===== config.mk =====
export PLATFORM = sky130hd
export DESIGN_NAME = fscr_regs
export DESIGN_NICKNAME = d
export VERILOG_FILES = /design/src/verilog/fscr_busy_timer.v /design/src/verilog/fscr_regs.v
export VERILOG_INCLUDE_DIRS = /design/src /design/src/verilog
export SDC_FILE = /design/constraint.sdc
export NUM_CORES = 1
export LEC_CHECK = 0
export BUFFER_PORTS_ARGS = -buffer_cell sky130_fd_sc_hd__buf_2
export CAP_MARGIN = 10
export CORE_MARGIN = 4
export CORE_UTILIZATION = 56
export DETAILED_ROUTE_END_ITERATION = 8
export GPL_TIMING_DRIVEN = 1
export PLACE_DENSITY = 0.87
export SLEW_MARGIN = 30
export SYNTH_ARGS = -nofsm -noshare
export SYNTH_HDL_FRONTEND = slang
export SYNTH_HIERARCHICAL = 1
export SYNTH_SLANG_ARGS = --single-unit

===== constraint.sdc =====
create_clock -name mclk_i -period 6.47 [get_ports mclk_i]
set_clock_uncertainty 0.05 [all_clocks]
set_input_delay 0.9705 -clock mclk_i [delete_from_list [all_inputs] [get_ports mclk_i]]
set_output_delay 0.9705 -clock mclk_i [all_outputs]
set_load 0.01 [all_outputs]

===== src/verilog/fscr_defines.vh =====
// constants for the flash status and configuration register block
`ifndef FSCR_DEFINES_VH
`define FSCR_DEFINES_VH
// status register fields
`define FSCR_ST_BUSY        0
`define FSCR_ST_WLATCH      1
`define FSCR_ST_PROT_LO     2
`define FSCR_ST_PROT_HI     5
// configuration register fields
`define FSCR_CF_DRV_LO      0
`define FSCR_CF_DRV_HI      2
`define FSCR_CF_ORIGIN      3
`define FSCR_CF_PREAMBLE    4
// reset values
`define FSCR_PROT_RST       4'h0
`define FSCR_DRV_RST        3'h7
`define FSCR_ORIGIN_RST     1'b0
`define FSCR_PREAMBLE_RST   1'b0
// operation codes on the request port
`define FSCR_OP_WREN        3'h1
`define FSCR_OP_WRDI        3'h2
`define FSCR_OP_PROG        3'h3
`define FSCR_OP_ERASE       3'h4
`define FSCR_OP_CHIP        3'h5
`define FSCR_OP_REGWR       3'h6
// busy durations in cycles
`define FSCR_REGWR_CYC      16'h0010
`define FSCR_PROG_CYC       16'h0040
`define FSCR_ERASE_CYC      16'h0100
`define FSCR_CHIP_CYC       16'h0400
`endif


===== src/verilog/fscr_busy_timer.v =====
// down counter that times one internal write operation
`timescale 1ns/10ps
`include "fscr_defines.vh"
module fscr_busy_timer #(
    parameter CW = 16
) (
    // clock and reset
    input  wire          mclk_i,
    input  wire          srst_i,
    // control
    input  wire          load_i,
    input  wire [CW-1:0] count_i,
    // status
    output wire          run_o,
    output wire          done_o
);
    reg [CW-1:0] cnt_ff;
    reg          done_ff;
    always @(posedge mclk_i) begin
        if (srst_i) begin
            cnt_ff  <= {CW{1'b0}};
            done_ff <= 1'b0;
        end else if (load_i) begin
            cnt_ff  <= count_i;
            done_ff <= 1'b0;
        end else if (cnt_ff != {CW{1'b0}}) begin
            cnt_ff  <= cnt_ff - {{(CW-1){1'b0}}, 1'b1};
            done_ff <= (cnt_ff == {{(CW-1){1'b0}}, 1'b1});
        end else begin
            done_ff <= 1'b0;
        end
    end
    assign run_o  = (cnt_ff != {CW{1'b0}});
    assign done_o = done_ff;
endmodule


===== src/verilog/fscr_regs.v =====
// status and configuration registers of a serial nor flash
// Functional notes
// - busy flag in status bit 0 is high while a program, erase or register write runs, low otherwise.
// - program, erase and register write are accepted only while the write latch in status bit 1 is set.
// - program or erase aimed inside the protected region is discarded and the array is left alone.
// - status bits 5..2 are the protect level, changed only by the status register write instruction.
// - whole chip erase runs only when all four protect level bits are 0.
// - protect level bits reset to 0, so nothing is protected initially.
// - configuration settings take effect only once the register write completes.
// - configuration bits 2..0 are the drive strength code, 000 weakest, 111 strongest and default.
// - configuration bit 3 anchors the protected region at top (0, default) or bottom (1).
// - configuration bit 4 enables a preamble pattern on read dummy cycles, default off.
`timescale 1ns/10ps
`include "fscr_defines.vh"
module fscr_regs #(
    parameter AW = 16
) (
    // clock and reset
    input  wire          mclk_i,
    input  wire          srst_i,
    // operation request from the command decoder
    input  wire          op_valid_i,
    input  wire [2:0]    op_code_i,
    input  wire [AW-1:0] op_addr_i,
    input  wire [7:0]    op_status_i,
    input  wire [7:0]    op_config_i,
    // read dummy cycle indicator
    input  wire          dummy_cycle_i,
    // register read back
    output reg  [7:0]    status_o,
    output reg  [7:0]    config_o,
    // effects on the array and pads
    output reg           array_prog_o,
    output reg           array_erase_o,
    output reg           array_chip_o,
    output reg  [AW-1:0] array_addr_o,
    output reg           op_reject_o,
    output reg  [2:0]    drive_strength_o,
    output reg           preamble_drive_o
);
    // ****************************************
    // state
    // ****************************************
    reg          busy_flag_ff;
    reg          write_latch_ff;
    reg  [3:0]   protect_level_ff;
    reg  [2:0]   drive_strength_ff;
    reg          protect_origin_select_ff;
    reg          preamble_enable_ff;
    reg  [3:0]   pend_prot_ff;
    reg  [7:0]   pend_cfg_ff;
    reg          pend_regwr_ff;
    reg          nxt_load;
    reg  [15:0]  nxt_count;
    reg          nxt_accept;
    reg          nxt_reject;
    wire         tmr_run;
    wire         tmr_done;
    wire         is_write_op;
    wire         in_protected;
    wire [AW:0]  span;
    wire [AW:0]  fence;

    // ****************************************
    // protected region
    // ****************************************
    // level n (1 to 14) guards 2^n/2^(AW) of the array; level 0 guards nothing, level 15 covers everything
    assign span  = (protect_level_ff == 4'h0) ? {(AW+1){1'b0}} :
                   (protect_level_ff >= 4'hf) ? {1'b1, {AW{1'b0}}} :
                   ({{AW{1'b0}}, 1'b1} << protect_level_ff);
    assign fence = {1'b1, {AW{1'b0}}} - span;
    // top anchor guards from fence upward, bottom anchor guards below span
    assign in_protected = protect_origin_select_ff ? ({1'b0, op_addr_i} < span) :
                                                     ({1'b0, op_addr_i} >= fence);
    assign is_write_op  = (op_code_i == `FSCR_OP_PROG) || (op_code_i == `FSCR_OP_ERASE) ||
                          (op_code_i == `FSCR_OP_CHIP) || (op_code_i == `FSCR_OP_REGWR);

    // ****************************************
    // acceptance
    // ****************************************
    always @* begin
        nxt_accept = 1'b0;
        nxt_reject = 1'b0;
        nxt_load   = 1'b0;
        nxt_count  = 16'h0000;
        if (op_valid_i && is_write_op) begin
            if (busy_flag_ff || !write_latch_ff) begin
                nxt_reject = 1'b1;
            end else begin
                case (op_code_i)
                    `FSCR_OP_PROG: begin
                        nxt_reject = in_protected;
                        nxt_count  = `FSCR_PROG_CYC;
                    end
                    `FSCR_OP_ERASE: begin
                        nxt_reject = in_protected;
                        nxt_count  = `FSCR_ERASE_CYC;
                    end
                    `FSCR_OP_CHIP: begin
                        nxt_reject = (protect_level_ff != 4'h0);
                        nxt_count  = `FSCR_CHIP_CYC;
                    end
                    `FSCR_OP_REGWR: begin
                        nxt_count  = `FSCR_REGWR_CYC;
                    end
                    default: begin
                        nxt_reject = 1'b1;
                    end
                endcase
                nxt_accept = !nxt_reject;
                nxt_load   = nxt_accept;
            end
        end
    end

    fscr_busy_timer #(
        .CW      (16)
    ) u_timer (
        .mclk_i  (mclk_i),
        .srst_i  (srst_i),
        .load_i  (nxt_load),
        .count_i (nxt_count),
        .run_o   (tmr_run),
        .done_o  (tmr_done)
    );

    // ****************************************
    // flags and register contents
    // ****************************************
    always @(posedge mclk_i) begin
        if (srst_i) begin
            busy_flag_ff             <= 1'b0;
            write_latch_ff           <= 1'b0;
            protect_level_ff         <= `FSCR_PROT_RST;
            drive_strength_ff        <= `FSCR_DRV_RST;
            protect_origin_select_ff <= `FSCR_ORIGIN_RST;
            preamble_enable_ff       <= `FSCR_PREAMBLE_RST;
            pend_prot_ff             <= 4'h0;
            pend_cfg_ff              <= 8'h00;
            pend_regwr_ff            <= 1'b0;
        end else begin
            if (nxt_accept) begin
                busy_flag_ff <= 1'b1;
            end else if (busy_flag_ff && !tmr_run && !nxt_load) begin
                busy_flag_ff <= 1'b0;
            end
            if (op_valid_i && !busy_flag_ff && op_code_i == `FSCR_OP_WREN) begin
                write_latch_ff <= 1'b1;
            end else if (op_valid_i && !busy_flag_ff && op_code_i == `FSCR_OP_WRDI) begin
                write_latch_ff <= 1'b0;
            end else if (tmr_done) begin
                write_latch_ff <= 1'b0;
            end
            if (nxt_accept && op_code_i == `FSCR_OP_REGWR) begin
                pend_regwr_ff <= 1'b1;
                pend_prot_ff  <= op_status_i[`FSCR_ST_PROT_HI:`FSCR_ST_PROT_LO];
                pend_cfg_ff   <= op_config_i;
            end else if (tmr_done) begin
                pend_regwr_ff <= 1'b0;
            end
            // new values apply only when the register write completes
            if (tmr_done && pend_regwr_ff) begin
                protect_level_ff         <= pend_prot_ff;
                drive_strength_ff        <= pend_cfg_ff[`FSCR_CF_DRV_HI:`FSCR_CF_DRV_LO];
                protect_origin_select_ff <= pend_cfg_ff[`FSCR_CF_ORIGIN];
                preamble_enable_ff       <= pend_cfg_ff[`FSCR_CF_PREAMBLE];
            end
        end
    end

    // ****************************************
    // registered outputs
    // ****************************************
    always @(posedge mclk_i) begin
        if (srst_i) begin
            status_o         <= 8'h00;
            config_o         <= {3'h0, `FSCR_PREAMBLE_RST, `FSCR_ORIGIN_RST, `FSCR_DRV_RST};
            array_prog_o     <= 1'b0;
            array_erase_o    <= 1'b0;
            array_chip_o     <= 1'b0;
            array_addr_o     <= {AW{1'b0}};
            op_reject_o      <= 1'b0;
            drive_strength_o <= `FSCR_DRV_RST;
            preamble_drive_o <= 1'b0;
        end else begin
            status_o         <= {2'b00, protect_level_ff, write_latch_ff, busy_flag_ff};
            config_o         <= {3'b000, preamble_enable_ff, protect_origin_select_ff, drive_strength_ff};
            array_prog_o     <= nxt_accept && (op_code_i == `FSCR_OP_PROG);
            array_erase_o    <= nxt_accept && (op_code_i == `FSCR_OP_ERASE);
            array_chip_o     <= nxt_accept && (op_code_i == `FSCR_OP_CHIP);
            array_addr_o     <= nxt_accept ? op_addr_i : array_addr_o;
            op_reject_o      <= nxt_reject;
            drive_strength_o <= drive_strength_ff;
            preamble_drive_o <= preamble_enable_ff && dummy_cycle_i;
        end
    end
endmodule


==> qor.csv <==
metric,value,unit
outcome,finished clean,
Power Dens Cells,246.1,nW/µm²
clock sink count,70,
"Min Clock Period, post-route",5.339,ns
utilization of the core after routing,65.69,%
share of layout cells above drive strength 1,18.54,%
core region area,7253,µm²
part of the Yosys area used for sequential elements,33.59,%
Mapped Cells,489,
final layout net count,633,
post-CTS sizing,0,
crit start category,register,
Yosys cell types,60,
number of buffers between clock root and the deepest sink,2,
wire length of the first global-routing pass,15680,µm
mean number of vias per cell,5.606,
RSZ-0062 raised after global routing,no,
class of the worst hold path,register to register,
max capacitance violation total,0,
I/O pin count,79,
final wirelength,9453,µm
count of cells along the worst hold path,1,
final setup violation count,0,
buffer count from post-CTS setup fixing,0,
final weighted congestion of routability-driven global placement,0.9129,
antenna violations before repair,0,
CTS tree,done,
Post-Route Setup TNS,0,ns
Worst Setup SP,protect_level_ff[3]$_SDFFE_PP0P_,
"Avg Cell Area, Syn",8.531,µm²
total CTS buffers,9,
achievable clock frequency,187.3,MHz
effective utilization at floorplan,57.51,%
max-slew violation total from the final report,0,
highest ir drop seen on vdd,0.2521,mV
fill cell count,600,
"Clk Latency, worst-skew pair",0.34,ns
hpwl dp,7035,µm
kind of capture point of the worst setup path,register,
pre-CTS worst setup slack,1.208,ns
synth warn,6,
Via Count,3700,
critical path data required time,6.69,ns
slew at the pin closest to its max-slew limit,0.8992,ns
area enclosed by the die boundary,8894,µm²
number of global-route vias before repair,3526,
die extent in x,94.31,µm
PortBufs,66,
startpoint of the tightest hold check path,drive_strength_ff[1]$_SDFFE_PP1P_,
clock transition at the registers of the reported paths,0.08,ns
beginning of the worst register-to-register path,protect_level_ff[3]$_SDFFE_PP0P_,
Avg WL per Cell,14.32,µm
largest fanout on the critical path,24,
1st-pass router iterations,5,
number of design rule violations left after detail routing,0,
H-tree levels,3,
Post-synth ARST share,0,%
Static Leakage,1.909,nW
CTS Root Cell,sky130_fd_sc_hd__clkbuf_8,
DRC violation total after the first TritonRoute iteration,205,
Register-to-Register Path Depth,20,
FF+latch area,1401,µm²
global router's overall resource usage,22.13,%
"Primary FF master, synth",sky130_fd_sc_hd__dfxtp_1,
setup slack after layout,1.131,ns
hold buffers post-CTS,0,
post-synthesis instance area,4172,µm²
Diodes inserted,0,
synthesized flop and latch total,70,
synth-to-layout area growth,14.22,%
standard-cell rows,31,
Final Hold Violating Endpoints,0,
largest net degree at the start of global routing,74,
Post-synth EDFFs,0,
floorplan die height,94.31,µm
post-route fraction of the period consumed by the critical path,82.53,%
number of routed nets with antenna violations,0,
arrival time reported for the critical path endpoint,5.55,ns
area of the multi-input gates,2631,µm²
Slew HR,39.93,%
gr ovfl total,0,
critical path class,register to register,
final cells by class:
class,count,area share [%]
multi-input combinational,392,55.23
sequential,70,29.41
timing repair buffer,68,7.248
clock buffer,10,2.889
tap,99,2.600
clock inverter,6,1.444
inverter,15,1.182
worst max-delay path, stage by stage, from the launching register on:
cell and delay [ns]:
sky130_fd_sc_hd__dfxtp_1 0.64, sky130_fd_sc_hd__inv_1 0.30, sky130_fd_sc_hd__ha_1 0.32, sky130_fd_sc_hd__nor3_1 0.23
sky130_fd_sc_hd__nand2_1 0.13, sky130_fd_sc_hd__ha_1 0.31, sky130_fd_sc_hd__inv_1 0.08, sky130_fd_sc_hd__a31o_2 0.21
sky130_fd_sc_hd__nor2_1 0.08, sky130_fd_sc_hd__xnor2_1 0.13, sky130_fd_sc_hd__ha_1 0.29, sky130_fd_sc_hd__a21oi_1 0.14
sky130_fd_sc_hd__o21ai_1 0.08, sky130_fd_sc_hd__a21o_1 0.18, sky130_fd_sc_hd__a211oi_1 0.38, sky130_fd_sc_hd__a211oi_4 0.15
sky130_fd_sc_hd__nor3_4 0.19, sky130_fd_sc_hd__buf_4 0.36, sky130_fd_sc_hd__nor2b_1 0.78, sky130_fd_sc_hd__nand2_1 0.12
sky130_fd_sc_hd__o21ai_0 0.10
sequential cells by signal, summed over array words and instances (netlist names), 3 cells and up:
| signal | flops |
|---|---|
| drive_strength_ff | 3 |
| array_addr_o | 16 |
| u_timer/cnt_ff | 16 |
| pend_cfg_ff | 5 |
| protect_level_ff | 4 |
| status_o | 6 |
| pend_prot_ff | 4 |
| config_o | 5 |
per-layer routing:
metal / global-route usage (%) / up-vias / part of all wire (%)
met1: 26.11 / 1716 / 41
met4: 8.664 / 0 / 2.2
met5: 0 / - / 0
li1: - / 1827 / -
met3: 5.849 / 21 / 6.9
met2: 38.18 / 136 / 50
cell usage in the layout (no fill, tap or decap), drive strengths merged, types with 17 or more instances in the layout:
| cell | netlist | final |
|---|---|---|
| dfxtp | 70 | 70 |
| nand2 | 68 | 68 |
| buf | 12 | 68 |
| nor2 | 45 | 45 |
| ha | 38 | 38 |
| nand2b | 33 | 33 |
| mux2i | 24 | 24 |
| a21oi | 21 | 21 |
| o21ai | 21 | 21 |
| conb | 1 | 18 |
| inv | 15 | 17 |
power breakdown:
group	switching, mW	internal (mW)
Sequential	0.0460	0.468
Clock	0.176	0.191
Combinational	0.161	0.130
Total	0.383	0.790
synthesized netlist by cell type, drive strengths merged, types with 2 or more instances:
cell type | instances | share of area [%]
nor2 | 45 | 4.0
clkbuf | 17 | 1.5
or2 | 5 | 0.75
a22oi | 3 | 0.54
nor2b | 6 | 0.90
a21o | 3 | 0.54
nor3b | 5 | 1.3
nand3 | 10 | 1.5
or3b | 4 | 0.84
nand2 | 68 | 6.1
xor2 | 6 | 1.3
or4 | 6 | 1.1
o2111ai | 2 | 0.42
and3 | 3 | 0.48
nand4 | 4 | 0.60
o21ai | 21 | 2.5
nand3b | 4 | 0.72
a21oi | 21 | 2.5
xnor2 | 10 | 2.1
o211ai | 4 | 0.72
inv | 15 | 1.3
mux2i | 24 | 5.8
ha | 38 | 11
nor3 | 14 | 1.9
nor4 | 6 | 1.3
nand2b | 33 | 4.9
and2 | 2 | 0.30
a211oi | 7 | 1.6
a31oi | 3 | 0.81
buf | 12 | 2.2
dfxtp | 70 | 34
o31ai | 3 | 0.66
through the flow:
stage / power [mW] / instance area, µm² / cells / hold WS (ns)
final: 1.173 / 4765 / 660 / 0.4078
after global placement: 0.7946 / 4552 / 644 / 0.3756
after floorplan: 0.7411 / 4235 / 506 / 0.3669
after CTS: 1.181 / 4765 / 660 / 0.4074
after detailed placement: 0.8122 / 4558 / 644 / 0.3811
after global routing: 1.247 / 4765 / 660 / 0.4194
final timing paths:
check / to / slack [ns]
setup reg to reg: u_timer/cnt_ff[6]$_SDFFE_PP0P_ / 1.13
setup / recovery: u_timer/cnt_ff[6]$_SDFFE_PP0P_ / 1.13
hold reg to reg: config_o[1]$_SDFF_PP1_ / 0.41
hold / removal: config_o[1]$_SDFF_PP1_ / 0.41
kinds of logic (layout without fill, tap and decap cells):
| family | after synthesis | in the layout | synth area share (%) |
|---|---|---|---|
| simple gates | 218 | 218 | 27.38 |
| compound gates | 78 | 78 | 13.29 |
| flops | 70 | 70 | 33.59 |
| buf+inv | 44 | 99 | 5.129 |
| fa+ha+maj | 38 | 38 | 11.40 |
| mux | 24 | 24 | 5.759 |
| xor+xnor | 16 | 16 | 3.359 |
| other cells | 1 | 18 | 0.08990 |
Note: power is estimated with default switching activity, not from simulation.
